**config.mk**
```make
export PLATFORM = sky130hd
export DESIGN_NAME = cdmg_top
export DESIGN_NICKNAME = d
export VERILOG_FILES = /design/src/cdmg_pkg.sv /design/src/cdmg_top.sv
export SDC_FILE = /design/constraint.sdc
export NUM_CORES = 1
export LEC_CHECK = 0
export BUFFER_PORTS_ARGS = -buffer_cell sky130_fd_sc_hd__buf_2
export CAP_MARGIN = 0
export CORE_MARGIN = 2
export CORE_UTILIZATION = 40
export CTS_CLUSTER_SIZE = 40
export DETAILED_ROUTE_END_ITERATION = 7
export MAX_ROUTING_LAYER = met4
export PLACE_DENSITY = 0.68
export SKIP_LAST_GASP = 1
export SLEW_MARGIN = 0
export SYNTH_ARGS = -nofsm -noshare
export SYNTH_HDL_FRONTEND = slang
export SYNTH_SLANG_ARGS = --single-unit
export TNS_END_PERCENT = 50
```
**constraint.sdc**
```tcl
create_clock -name sys_clk -period 2.32 [get_ports sys_clk]
set_input_delay 0 -clock sys_clk [delete_from_list [all_inputs] [get_ports sys_clk]]
set_output_delay 0 -clock sys_clk [all_outputs]
set_load 0.1 [all_outputs]
```
**src/cdmg_pkg.sv**
```systemverilog
// package: register map, field positions and reset values of the clock gating block
package cdmg_pkg;
    // ---------------------------------------------------------------
    // register word addresses (byte address = 4 * index)
    // ---------------------------------------------------------------
    localparam logic [3:0]  CDMG_IDX_CLOCK_DIVIDER_CONTROL  = 4'h0;   // clock_divider_control
    localparam logic [3:0]  CDMG_IDX_GATE1   = 4'h1;   // module_gate_ctrl_1
    localparam logic [3:0]  CDMG_IDX_GATE2   = 4'h2;   // module_gate_ctrl_2
    localparam logic [3:0]  CDMG_IDX_GATE3   = 4'h3;   // module_gate_ctrl_3
    localparam logic [3:0]  CDMG_IDX_GATE4   = 4'h4;   // module_gate_ctrl_4
    localparam logic [3:0]  CDMG_IDX_STATUS  = 4'h5;   // cpu enable and divider counter
    // ---------------------------------------------------------------
    // clock_divider_control fields
    // ---------------------------------------------------------------
    localparam int          CDMG_ROI_BIT     = 15;     // restore_on_interrupt
    localparam int          CDMG_RATIO_HI    = 14;     // ratio field top
    localparam int          CDMG_RATIO_LO    = 12;     // ratio field bottom
    localparam int          CDMG_CPU_SLOWDOWN_ENABLE_BIT   = 11;     // cpu_slowdown_enable
    // ---------------------------------------------------------------
    // implemented (writable) bits per register
    // ---------------------------------------------------------------
    localparam logic [15:0] CDMG_CLOCK_DIVIDER_CONTROL_MASK = 16'hF800;
    localparam logic [15:0] CDMG_GATE1_MASK  = 16'hFEFB; // bits 8 and 2 read zero
    localparam logic [15:0] CDMG_GATE2_MASK  = 16'h0F0F;
    localparam logic [15:0] CDMG_GATE3_MASK  = 16'h0482;
    localparam logic [15:0] CDMG_GATE4_MASK  = 16'h000C;
    // ---------------------------------------------------------------
    // reset values
    // ---------------------------------------------------------------
    localparam logic [15:0] CDMG_CLOCK_DIVIDER_CONTROL_RST  = 16'h0000;
    localparam logic [15:0] CDMG_GATE_RST    = 16'h0000;
    localparam logic [31:0] CDMG_UNMAPPED    = 32'h00000000;
    // timing: gate change lands one instruction cycle after the write
    localparam int          CDMG_GATE_DELAY  = 1;
endpackage

```
**src/cdmg_top.sv**
```systemverilog
// cpu doze divider and per-peripheral clock enable generator with avalon slave
// Summary of operation
// - slow cpu clock only while slowdown enabled
// - three-bit ratio field, 1:1 to 1:128
// - restore_on_interrupt clears slowdown on interrupt
// - without restore, interrupts leave slowdown alone
// - peripherals keep full-rate enable during slowdown
// - gate bit stops that peripheral's clock
// - disabled peripheral ignores writes, reads undefined
// - enable needs clear bit and peripheral present
// - gate bits reset to zero (enabled)
// - gate change takes effect one cycle later
// - gate1 bits 15..11 are timers five..one
// - gate1 bits 10,9 encoder, motor pwm; 8 zero
// - gate1 bits 7..3 serial, 1 can, 0 converter
// - gate2 capture 11..8, compare 3..0
// - gate3 comparator 10, checksum 7, i2c2 1
// - gate4 reference clock 3, charge timer 2
`timescale 1ns/1ns
module cdmg_top #(
    parameter logic [15:0] PRESENT1 = 16'hFEFB,  // peripherals fitted in this variant
    parameter logic [15:0] PRESENT2 = 16'h0F0F,
    parameter logic [15:0] PRESENT3 = 16'h0482,
    parameter logic [15:0] PRESENT4 = 16'h000C
) (
    input  wire logic        sys_clk,
    input  wire logic        rst_n,
    // avalon-mm slave
    input  wire logic [3:0]  avs_address,
    input  wire logic        avs_read,
    input  wire logic        avs_write,
    input  wire logic [31:0] avs_writedata,
    input  wire logic [3:0]  avs_byteenable,
    output logic      [31:0] avs_readdata,
    output logic             avs_waitrequest,
    // interrupt event from the controller, same clock
    input  wire logic        irq_event,
    // cpu clock enable, one pulse per divided cpu cycle
    output logic             cpu_clk_en,
    // peripheral clock enables, high = clocked
    output logic      [15:0] periph_en1,
    output logic      [15:0] periph_en2,
    output logic      [15:0] periph_en3,
    output logic      [15:0] periph_en4
);
    // ---------------------------------------------------------------
    // helpers
    // ---------------------------------------------------------------
    // both helpers are used by several registers, so they live here once.
    // merge16 keeps unimplemented bits at zero by masking after the lane merge,
    // so a register never holds a bit that software could not read back.
    // live_en folds the variant presence mask in, so a missing peripheral
    // stays unclocked whatever software writes into its gate bit.
    // merge a write into a 16-bit register honouring byte lanes and mask
    function automatic logic [15:0] merge16(input logic [15:0] old,
                                            input logic [31:0] wd,
                                            input logic [3:0]  be,
                                            input logic [15:0] mask);
        logic [15:0] v;
        v = old;
        if (be[0]) begin
            v[7:0] = wd[7:0];
        end
        if (be[1]) begin
            v[15:8] = wd[15:8];
        end
        return v & mask;
    endfunction

    // live enable: bit clear and peripheral present
    function automatic logic [15:0] live_en(input logic [15:0] gate,
                                            input logic [15:0] present,
                                            input logic [15:0] mask);
        return ~gate & present & mask;
    endfunction

    // ---------------------------------------------------------------
    // registers
    // ---------------------------------------------------------------
    logic [15:0] clock_divider_control_q;          // clock_divider_control
    logic [15:0] gate1_q;           // module_gate_ctrl_1
    logic [15:0] gate2_q;           // module_gate_ctrl_2
    logic [15:0] gate3_q;           // module_gate_ctrl_3
    logic [15:0] gate4_q;           // module_gate_ctrl_4
    logic        wait_q;            // waitrequest, low for one cycle per access
    logic [6:0]  div_cnt_q;         // doze divider counter
    logic        irq_restore;       // interrupt clears slowdown this cycle
    logic        wr_acc;            // write accepted this cycle
    logic [2:0]  ratio;             // current ratio field
    logic [6:0]  div_top;           // terminal count of the divider

    // local copies of the ratio field bounds, declared before any use
    localparam int CDMG_RATIO_HI_L = cdmg_pkg::CDMG_RATIO_HI;
    localparam int CDMG_RATIO_LO_L = cdmg_pkg::CDMG_RATIO_LO;

    // a write only takes effect on the edge where waitrequest is low
    assign wr_acc      = avs_write & ~wait_q;
    // ratio field taken straight from the divider control register
    assign ratio       = clock_divider_control_q[CDMG_RATIO_HI_L:CDMG_RATIO_LO_L];
    // terminal count 2^n - 1; the widest ratio still fits in seven bits
    assign div_top     = 7'((8'h01 << ratio) - 8'h01);
    // restore request uses the register value, not a write in flight
    assign irq_restore = irq_event & clock_divider_control_q[cdmg_pkg::CDMG_ROI_BIT];

    // ---------------------------------------------------------------
    // avalon handshake: one wait cycle, answer on the second edge
    // ---------------------------------------------------------------
    // the slave always answers after exactly one wait cycle, so a master
    // never sees a variable latency; waitrequest idles high so that a
    // request raised on any edge is taken before anything is changed.
    // after the answer edge the flag goes high again, which lets a new
    // request start at once without a stale answer being reused.
    always_ff @(posedge sys_clk or negedge rst_n) begin
        if (!rst_n) begin
            wait_q <= 1'b1;
        end else if ((avs_read | avs_write) & wait_q) begin
            wait_q <= 1'b0;                       // release for one edge
        end else begin
            wait_q <= 1'b1;
        end
    end
    assign avs_waitrequest = wait_q;

    // ---------------------------------------------------------------
    // clock divider control; interrupt restore wins over a write
    // ---------------------------------------------------------------
    // the write is merged first and the interrupt applied afterwards, so
    // an interrupt landing on the same edge as a write that sets doze
    // still leaves the cpu at full speed when restore is enabled.
    // without restore the interrupt has no path into this register.
    always_ff @(posedge sys_clk or negedge rst_n) begin
        if (!rst_n) begin
            clock_divider_control_q <= cdmg_pkg::CDMG_CLOCK_DIVIDER_CONTROL_RST;
        end else begin
            logic [15:0] v;
            v = clock_divider_control_q;
            if (wr_acc && avs_address == cdmg_pkg::CDMG_IDX_CLOCK_DIVIDER_CONTROL) begin
                v = merge16(clock_divider_control_q, avs_writedata, avs_byteenable,
                            cdmg_pkg::CDMG_CLOCK_DIVIDER_CONTROL_MASK);
            end
            if (irq_event && v[cdmg_pkg::CDMG_ROI_BIT]) begin
                v[cdmg_pkg::CDMG_CPU_SLOWDOWN_ENABLE_BIT] = 1'b0;
            end
            clock_divider_control_q <= v;
        end
    end

    // ---------------------------------------------------------------
    // module gate registers; unimplemented bits held at zero
    // ---------------------------------------------------------------
    // one process for all four banks; each bank only reacts to its own
    // index, so a write never disturbs the gates of another bank.
    // bits of absent peripherals are still stored, as software wrote them.
    always_ff @(posedge sys_clk or negedge rst_n) begin
        if (!rst_n) begin
            gate1_q <= cdmg_pkg::CDMG_GATE_RST;
            gate2_q <= cdmg_pkg::CDMG_GATE_RST;
            gate3_q <= cdmg_pkg::CDMG_GATE_RST;
            gate4_q <= cdmg_pkg::CDMG_GATE_RST;
        end else if (wr_acc) begin
            case (avs_address)
                cdmg_pkg::CDMG_IDX_GATE1: begin
                    gate1_q <= merge16(gate1_q, avs_writedata, avs_byteenable,
                                       cdmg_pkg::CDMG_GATE1_MASK);
                end
                cdmg_pkg::CDMG_IDX_GATE2: begin
                    gate2_q <= merge16(gate2_q, avs_writedata, avs_byteenable,
                                       cdmg_pkg::CDMG_GATE2_MASK);
                end
                cdmg_pkg::CDMG_IDX_GATE3: begin
                    gate3_q <= merge16(gate3_q, avs_writedata, avs_byteenable,
                                       cdmg_pkg::CDMG_GATE3_MASK);
                end
                cdmg_pkg::CDMG_IDX_GATE4: begin
                    gate4_q <= merge16(gate4_q, avs_writedata, avs_byteenable,
                                       cdmg_pkg::CDMG_GATE4_MASK);
                end
                default: begin
                    // other addresses leave the gates alone
                end
            endcase
        end
    end

    // ---------------------------------------------------------------
    // peripheral enables, registered: land one cycle after the register
    // ---------------------------------------------------------------
    // the extra flop gives the one-cycle delay between a gate change and
    // the peripheral stopping or starting, and keeps the outputs glitch
    // free. during reset every enable is low; the first edge after release
    // switches on every fitted peripheral.
    always_ff @(posedge sys_clk or negedge rst_n) begin
        if (!rst_n) begin
            periph_en1 <= 16'h0000;
            periph_en2 <= 16'h0000;
            periph_en3 <= 16'h0000;
            periph_en4 <= 16'h0000;
        end else begin
            // a low enable freezes the peripheral and its registers
            periph_en1 <= live_en(gate1_q, PRESENT1, cdmg_pkg::CDMG_GATE1_MASK);
            periph_en2 <= live_en(gate2_q, PRESENT2, cdmg_pkg::CDMG_GATE2_MASK);
            periph_en3 <= live_en(gate3_q, PRESENT3, cdmg_pkg::CDMG_GATE3_MASK);
            periph_en4 <= live_en(gate4_q, PRESENT4, cdmg_pkg::CDMG_GATE4_MASK);
        end
    end

    // ---------------------------------------------------------------
    // doze divider: peripherals untouched, cpu enable every 2^n cycles
    // ---------------------------------------------------------------
    // the system clock itself never changes; only this enable is thinned
    // out, so peripherals and registers stay in one clock domain.
    // a ratio change mid-count is safe: the >= compare ends an over-long
    // count at once instead of wrapping through all 128 states.
    always_ff @(posedge sys_clk or negedge rst_n) begin
        if (!rst_n) begin
            div_cnt_q  <= 7'h00;
            cpu_clk_en <= 1'b0;
        end else if (!clock_divider_control_q[cdmg_pkg::CDMG_CPU_SLOWDOWN_ENABLE_BIT] || irq_restore) begin
            div_cnt_q  <= 7'h00;
            cpu_clk_en <= 1'b1;
        end else if (div_cnt_q >= div_top) begin
            div_cnt_q  <= 7'h00;
            cpu_clk_en <= 1'b1;
        end else begin
            div_cnt_q  <= div_cnt_q + 7'h01;
            cpu_clk_en <= 1'b0;
        end
    end

    // ---------------------------------------------------------------
    // read data, valid while waitrequest is low
    // ---------------------------------------------------------------
    // loaded on the take edge so it stands during the answer cycle; it
    // then holds until the next read. unmapped indices read as zero.
    always_ff @(posedge sys_clk or negedge rst_n) begin
        if (!rst_n) begin
            avs_readdata <= 32'h00000000;
        end else if (avs_read & wait_q) begin
            case (avs_address)
                cdmg_pkg::CDMG_IDX_CLOCK_DIVIDER_CONTROL: avs_readdata <= {16'h0000, clock_divider_control_q};
                cdmg_pkg::CDMG_IDX_GATE1:  avs_readdata <= {16'h0000, gate1_q};
                cdmg_pkg::CDMG_IDX_GATE2:  avs_readdata <= {16'h0000, gate2_q};
                cdmg_pkg::CDMG_IDX_GATE3:  avs_readdata <= {16'h0000, gate3_q};
                cdmg_pkg::CDMG_IDX_GATE4:  avs_readdata <= {16'h0000, gate4_q};
                cdmg_pkg::CDMG_IDX_STATUS: avs_readdata <= {24'h000000, cpu_clk_en,
                                                            div_cnt_q};
                default:                   avs_readdata <= cdmg_pkg::CDMG_UNMAPPED;
            endcase
        end
    end
endmodule

```
==> results.py, run 1 <==
metrics = {
    "finish": {
        "stdcell_count": 575,
        "final_util_pct": 48.1,
        "drive_above_1_share_pct": 28.3,
        "nets": 490,
        "diode_insertion_count_for_antenna_repair": 0,
        "areaGrowthSynthToFinish_pct": 17.3,
    },
    "die": {
        "initial_utilization_pct": 41.0,
        "core.rowCount": 36,
        "die_height_um": 104,
        "ios": 143,
        "area_of_the_core_region_um2": 9730,
        "design.die.area_um2": 10800,
        "die_width_um": 104,
    },
    "place": {
        "hpwlAfterDp_um": 5430,
        "placed_cells_incl_taps": 539,
        "place_worst_setup_slack_ns": 0.178,
        "place.port_buffers": 71,
        "finalWeightedCongestion": 0.791,
    },
    "synthesis": {
        "synth.area.top_cells": "sky130_fd_sc_hd__dfrtp_1, sky130_fd_sc_hd__buf_4, sky130_fd_sc_hd__mux2_2",
        "ys_warn_count": 0,
        "synthesis.area_per_instance_um2": 11.5,
        "yosysSeqAreaShare_pct": 52.7,
        "ys_async_sr_fraction_pct": 100,
        "post_synthesis_cell_area_um2": 3990,
        "syn-instance-count": 347,
        "synth-seq-cells": 84,
        "cell_taking_the_most_area_after_synthesis": "sky130_fd_sc_hd__dfrtp_1",
        "netlist.area_leader.share_pct": 52.1,
        "synth_edf_count": 0,
        "yosysUniqueCellTypes": 48,
        "synth_ff_type": "sky130_fd_sc_hd__dfrtp_1",
    },
    "clock_tree": {
        "numCtsBuffers": 9,
        "cts-root-buf": "sky130_fd_sc_hd__clkbuf_8",
        "clkLatencyLatePin_ns": 0.36,
        "cts_htree_levels": 3,
        "clk_pin_slew_ns": 0.08,
        "post_cts_resized": 0,
        "cts.path.max_buffers": 2,
        "cts_sinks": 84,
        "tritoncts": "done",
    },
    "routing": {
        "vias_per_cell": 4.69,
        "routed_wire_length_per_instance_um": 13.5,
        "remaining_drc_errors": 0,
        "num_vias": 2695,
        "drt-initial-drc-count": 204,
        "route.antenna.remaining_nets": 0,
        "drtPass1Iterations": 4,
        "drt-total-wl_um": 7760,
    },
    "worst_setup_path": {
        "worst-path-max-fanout": 9,
        "cp.arrival_ns": 2.38,
        "regToRegStartpoint": "clock_divider_control_q[14]",
        "reg2reg_depth": 5,
        "r2r_end": "div_cnt_q[5]",
        "cp-start-kind": "register",
        "worst-r2r-setup-slack_ns": 0.19,
        "worstSetupPathType": "register to register",
        "timing.critical_path.required_ns": 2.57,
        "critical_path.startpoint": "clock_divider_control_q[14]",
        "timing.critical_path.to_type": "register",
        "endpoint": "div_cnt_q[5]",
    },
    "power_and_ir_drop": {
        "power.density_nw_per_um2": 913,
        "vdd_ir_drop_max_mv": 0.358,
        "total_leakage_power_nw": 2.24,
    },
    "sta": {
        "maxClockFrequency_mhz": 469,
        "max_slew.worst_pin.slew_ns": 1.03,
        "endpoints_failing_setup": 0,
        "setup_total_negative_slack_ns": 0,
        "clock-skew-final_ns": 0.00972,
        "timing.final.ws_setup_ns": 0.190,
        "min_period_over_period_pct": 91.8,
        "relSlewSlack_pct": 31.3,
        "finalMaxSlewViolations": 0,
        "rsz0062_at_grt": "no",
        "final_hold_viol_count": 0,
        "min_period_ns": 2.13,
        "timing.hold.ws_ns": 0.0768,
    },
    "global_route": {
        "grt_pass1_wl_um": 12400,
        "grt_remaining_overflow": 0,
        "vias_in_the_first_global_route": 2547,
        "pin_count_of_the_biggest_net_entering_global_routing": 85,
        "groute.usage.overall_pct": 14.7,
        "grt_antenna_before_repair": 0,
    },
    "hold_path": {
        "hold_path_class": "input port to register",
    },
    "flow_run": {
        "maxCapViolations": 0,
    },
    "status": {
        "status": "finished, final reports clean",
    },
}
worst min path at each step:
stage / startpoint / to / cells after the start
finish: irq_event / clock_divider_control_q[11] / 3
global route: irq_event / clock_divider_control_q[11] / 3
CTS: irq_event / clock_divider_control_q[11] / 3
detailed placement: avs_write / avs_waitrequest / 2
global placement: avs_write / avs_waitrequest / 2
floorplan: rst_n / avs_readdata[0] / 0
power by group:
group,internal [W],switching (W),total [W]
clock network,0.000635,0.000497,0.00113
logic,0.000237,0.00119,0.00143
registers,0.00162,0.0000910,0.00171
final cells by class:
cell class,instances,area [um^2]
Clock inverter,4,72.6
Multi-Input combinational cell,219,1500
Clock buffer,12,145
Fill cell,896,5050
Tap cell,133,166
Inverter,30,113
Timing Repair Buffer,93,573
Sequential cell,84,2100
critical path: stages (launching register included):
cell and delay, ns:
sky130_fd_sc_hd__dfrtp_1 0.46, sky130_fd_sc_hd__or3_1 0.41, sky130_fd_sc_hd__ha_1 0.27, sky130_fd_sc_hd__nand2b_1 0.14, sky130_fd_sc_hd__a211o_1 0.40, sky130_fd_sc_hd__a221oi_1 0.33
through the flow:
step / area [um^2] / power (W)
after CTS: 4680 / 0.00431
final: 4680 / 0.00427
after global routing: 4680 / 0.00443
after detailed placement: 4260 / 0.00314
after floorplan: 4180 / 0.00299
after global placement: 4260 / 0.00313
sequential cells by signal (all words and copies together) (netlist names):
name	cells
avs_waitrequest	1
gate2_q	8
gate4_q	2
gate3_q	3
periph_en2	8
clock_divider_control_q	5
periph_en3	3
avs_readdata	16
periph_en1	14
gate1_q	14
periph_en4	2
cpu_clk_en	1
div_cnt_q	7
layout by cell type, fill, tap and decap left out, types with 2 or more instances in the layout:
cell type / netlist / layout
sky130_fd_sc_hd__dfrtp_1: 83 / 83
sky130_fd_sc_hd__buf_2: 4 / 70
sky130_fd_sc_hd__conb_1: 1 / 53
sky130_fd_sc_hd__inv_1: 30 / 30
sky130_fd_sc_hd__mux2_2: 29 / 29
sky130_fd_sc_hd__nand2_1: 23 / 23
sky130_fd_sc_hd__dlygate4sd3_1: 0 / 20
sky130_fd_sc_hd__o21ai_0: 12 / 12
sky130_fd_sc_hd__nand3_1: 10 / 10
sky130_fd_sc_hd__clkbuf_8: 0 / 10
sky130_fd_sc_hd__and3b_1: 9 / 9
sky130_fd_sc_hd__mux2i_1: 8 / 8
sky130_fd_sc_hd__ha_1: 8 / 8
sky130_fd_sc_hd__a21oi_1: 7 / 7
sky130_fd_sc_hd__nor2_1: 5 / 5
sky130_fd_sc_hd__a211oi_1: 5 / 5
sky130_fd_sc_hd__mux2_4: 4 / 4
sky130_fd_sc_hd__o31ai_1: 4 / 4
sky130_fd_sc_hd__or3_1: 3 / 3
sky130_fd_sc_hd__nand4_1: 3 / 3
sky130_fd_sc_hd__buf_4: 54 / 3
sky130_fd_sc_hd__nor3_1: 2 / 2
sky130_fd_sc_hd__nand2b_1: 2 / 2
sky130_fd_sc_hd__a21boi_0: 2 / 2
sky130_fd_sc_hd__o211ai_1: 2 / 2
sky130_fd_sc_hd__a221oi_1: 2 / 2
sky130_fd_sc_hd__xor2_1: 2 / 2
sky130_fd_sc_hd__nor2b_1: 2 / 2
sky130_fd_sc_hd__mux2_1: 2 / 2
sky130_fd_sc_hd__a22oi_1: 2 / 2
sky130_fd_sc_hd__o2111ai_1: 2 / 2
sky130_fd_sc_hd__clkbuf_1: 7 / 2
sky130_fd_sc_hd__bufinv_16: 0 / 2
Yosys cell counts (3+ instances only):
master / instances
sky130_fd_sc_hd__a211oi_1: 5
sky130_fd_sc_hd__a21oi_1: 7
sky130_fd_sc_hd__and3b_1: 9
sky130_fd_sc_hd__buf_2: 4
sky130_fd_sc_hd__buf_4: 54
sky130_fd_sc_hd__clkbuf_1: 7
sky130_fd_sc_hd__dfrtp_1: 83
sky130_fd_sc_hd__ha_1: 8
sky130_fd_sc_hd__inv_1: 30
sky130_fd_sc_hd__mux2_2: 29
sky130_fd_sc_hd__mux2_4: 4
sky130_fd_sc_hd__mux2i_1: 8
sky130_fd_sc_hd__nand2_1: 23
sky130_fd_sc_hd__nand3_1: 10
sky130_fd_sc_hd__nand4_1: 3
sky130_fd_sc_hd__nor2_1: 5
sky130_fd_sc_hd__o21ai_0: 12
sky130_fd_sc_hd__o31ai_1: 4
sky130_fd_sc_hd__or3_1: 3
cell families after synthesis:
kind of cell | count (synthesis) | synth area share, %
compound gates | 45 | 7.59
other cells | 1 | 0.0940
flops | 84 | 52.7
mux | 43 | 12.3
fa+ha+maj | 8 | 2.51
buf+inv | 96 | 14.4
simple gates | 67 | 9.70
xor+xnor | 3 | 0.659
layer usage:
layer	track usage [%]	up-vias	share of wire, %
met2	23.4	97	49
met5	-	-	0
met1	17.7	1326	43
met3	3.90	10	5.8
met4	6.27	0	2.0
li1	-	1262	-
timing repair:
action | in CTS | in global routing
hold endpoints to repair | 117 | 0
hold buffers | 20 | 0
buffers inserted | 0 | 0
(Power assumes the default switching activity.)
==> inputs of run 2 (changes only) <==
--- a/config.mk
+++ b/config.mk
@@ -7,7 +7,7 @@
 export LEC_CHECK = 0
 export BUFFER_PORTS_ARGS = -buffer_cell sky130_fd_sc_hd__buf_2
 export CAP_MARGIN = 0
-export CORE_MARGIN = 2
+export CORE_MARGIN = 3
 export CORE_UTILIZATION = 40
 export CTS_CLUSTER_SIZE = 40
 export DETAILED_ROUTE_END_ITERATION = 7
==> run 2 against run 1 <==
Net effect:
- non-clock buffer count is 1 higher
- sequential share of layout area hardly changed
- fmax grew 3.1%
- wire length is 2.8% higher
- critical path depth unchanged
- die area up 3.9%
- clock power fell by 8%
- sequential power hardly changed
- combinational power is essentially flat
- critical path type unchanged
- highest routed layer unchanged
==> results.py, run 2 (same netlist as run 1, synthesis figures left out) <==
metrics = {
    "routing": {
        "dr_wl_met2_um": 3940,
        "remaining_drc_errors": 0,
        "num_vias": 2656,
        "drtPass1Iterations": 4,
        "amount_of_wire_on_met3_after_detailed_routing_um": 461,
        "highest-signal-layer": "met4",
        "drt-initial-drc-count": 188,
        "routed_wire_length_per_instance_um": 13.9,
        "vias_per_cell": 4.64,
        "m1WireLength_um": 3510,
        "route.antenna.remaining_nets": 0,
        "drt-total-wl_um": 7980,
    },
    "worst_setup_path": {
        "cp.arrival_ns": 2.30,
        "timing.critical_path.to_type": "register",
        "reg2reg_depth": 5,
        "regToRegStartpoint": "clock_divider_control_q[14]",
        "cp-start-kind": "register",
        "timing.critical_path.required_ns": 2.55,
        "worstSetupPathType": "register to register",
        "worst-r2r-setup-slack_ns": 0.25,
        "worst-path-max-fanout": 9,
        "r2r_end": "div_cnt_q[6]",
    },
    "sta": {
        "clock-skew-final_ns": 0.00633,
        "endpoints_failing_setup": 0,
        "final_hold_viol_count": 0,
        "min_period_over_period_pct": 89.1,
        "setup_total_negative_slack_ns": 0,
        "finalMaxSlewViolations": 0,
        "maxClockFrequency_mhz": 484,
        "relSlewSlack_pct": 57.4,
        "max_slew.worst_pin.slew_ns": 0.635,
        "min_period_ns": 2.07,
        "rsz0062_at_grt": "no",
    },
    "finish": {
        "layout_commonest_cell": "sky130_fd_sc_hd__dfrtp_1",
        "regMostFlops": "avs_readdata",
        "stdcell_count": 572,
        "nets": 491,
        "largest_reg_flops": 16,
        "final_cell_mix": "sky130_fd_sc_hd__dfrtp_1, sky130_fd_sc_hd__buf_2, sky130_fd_sc_hd__conb_1, sky130_fd_sc_hd__inv_1, sky130_fd_sc_hd__mux2_2",
        "areaGrowthSynthToFinish_pct": 17.2,
        "diode_insertion_count_for_antenna_repair": 0,
        "top_regs": "avs_readdata (16), gate1_q (14), periph_en1 (14)",
        "drive_above_1_share_pct": 28.9,
    },
    "global_route": {
        "grt_pass1_wl_um": 13400,
        "vias_in_the_first_global_route": 2665,
        "grt_remaining_overflow": 0,
        "grt_antenna_before_repair": 0,
        "pin_count_of_the_biggest_net_entering_global_routing": 85,
        "groute.usage.overall_pct": 15.4,
    },
    "die": {
        "design.die.area_um2": 11200,
        "area_of_the_core_region_um2": 9460,
        "core.rowCount": 35,
        "ios": 143,
        "die_height_um": 106,
        "die_width_um": 106,
        "initial_utilization_pct": 42.2,
    },
    "power_and_ir_drop": {
        "total_leakage_power_nw": 2.25,
        "vdd_ir_drop_max_mv": 0.447,
        "power.density_nw_per_um2": 894,
        "totalPowerFinal_w": 0.00418,
    },
    "clock_tree": {
        "clkLatencyLatePin_ns": 0.33,
        "cts-root-buf": "sky130_fd_sc_hd__clkbuf_8",
        "numCtsBuffers": 9,
        "clk_pin_slew_ns": 0.08,
        "cts.path.max_buffers": 2,
        "cts_setup_buffers": 0,
        "tritoncts": "done",
        "cts_sinks": 84,
        "cts_htree_levels": 3,
    },
    "hold_path": {
        "whs_endpoint": "avs_readdata[9]",
        "hp-start": "avs_read",
        "hold_path_class": "input port to register",
        "hold_path_depth": 3,
    },
    "place": {
        "hpwlAfterDp_um": 5830,
        "placed_cells_incl_taps": 537,
        "finalWeightedCongestion": 0.846,
        "place.port_buffers": 71,
    },
    "flow_run": {
        "maxCapViolations": 0,
    },
    "status": {
        "status": "finished, final reports clean",
    },
}
[run 2: changes by cell type in the layout (fill, tap and decap cells not counted), sizes merged]
cell	delta
buf	+2
bufinv	-1
clkinv	+1
dlygate4sd3	-1
[run 2: cell type report]
| type | instances | area [um^2] |
|---|---|---|
| Inverter | 30 | 113 |
| Fill cell | 880 | 4780 |
| Timing Repair Buffer | 94 | 591 |
| Clock inverter | 4 | 47.5 |
| Clock buffer | 12 | 155 |
| Sequential cell | 84 | 2100 |
| Tap cell | 129 | 161 |
| Multi-Input combinational cell | 219 | 1500 |
[run 2: how the worst max path moves through the flow]
| stage | from | to | cells after the start |
|---|---|---|---|
| after detailed placement | clock_divider_control_q[14] | div_cnt_q[6] | 5 |
| after floorplan | clock_divider_control_q[14] | div_cnt_q[5] | 6 |
| after global placement | clock_divider_control_q[14] | div_cnt_q[5] | 5 |
| after global routing | clock_divider_control_q[14] | div_cnt_q[6] | 5 |
| final | clock_divider_control_q[14] | div_cnt_q[6] | 5 |
| after CTS | clock_divider_control_q[14] | div_cnt_q[6] | 5 |
[run 2: critical path, stage by stage, from the launching register on]
cell and delay, ns:
sky130_fd_sc_hd__dfrtp_1 0.46, sky130_fd_sc_hd__or3_1 0.39, sky130_fd_sc_hd__ha_1 0.26, sky130_fd_sc_hd__nand2b_1 0.14
sky130_fd_sc_hd__a211o_1 0.40, sky130_fd_sc_hd__a221oi_1 0.32
[run 2: timing repair]
action                                 4_1_cts  5_1_grt
endpoints found under the hold margin      115        0
gates resized for setup                      0        0
hold buffers                                19        0
setup endpoints to repair                    0        0
[run 2: power by group]
group | total, W | internal (W) | switching [W]
Combinational | 0.00143 | 0.000240 | 0.00119
Sequential | 0.00172 | 0.00162 | 0.0000934
Clock | 0.00104 | 0.000553 | 0.000484
[run 2: layer usage]
metal	GRT usage (%)	vias to the layer above
met4	4.26	0
li1	-	1256
met1	19.8	1298
met5	-	-
met2	25.0	95
met3	3.06	7
[run 2: per-stage QoR]
| step | util, % | area [um^2] | setup WS, ns | hold WS [ns] |
|---|---|---|---|---|
| global route | 49.4 | 4670 | 0.138 | 0.0548 |
| CTS | 49.4 | 4670 | 0.245 | 0.0338 |
| finish | 49.4 | 4670 | 0.253 | 0.0503 |
| floorplan | - | 4180 | 0.315 | -0.296 |
| global placement | 45.3 | 4280 | 0.306 | 0.0631 |
| detailed placement | 45.3 | 4280 | 0.264 | 0.0698 |
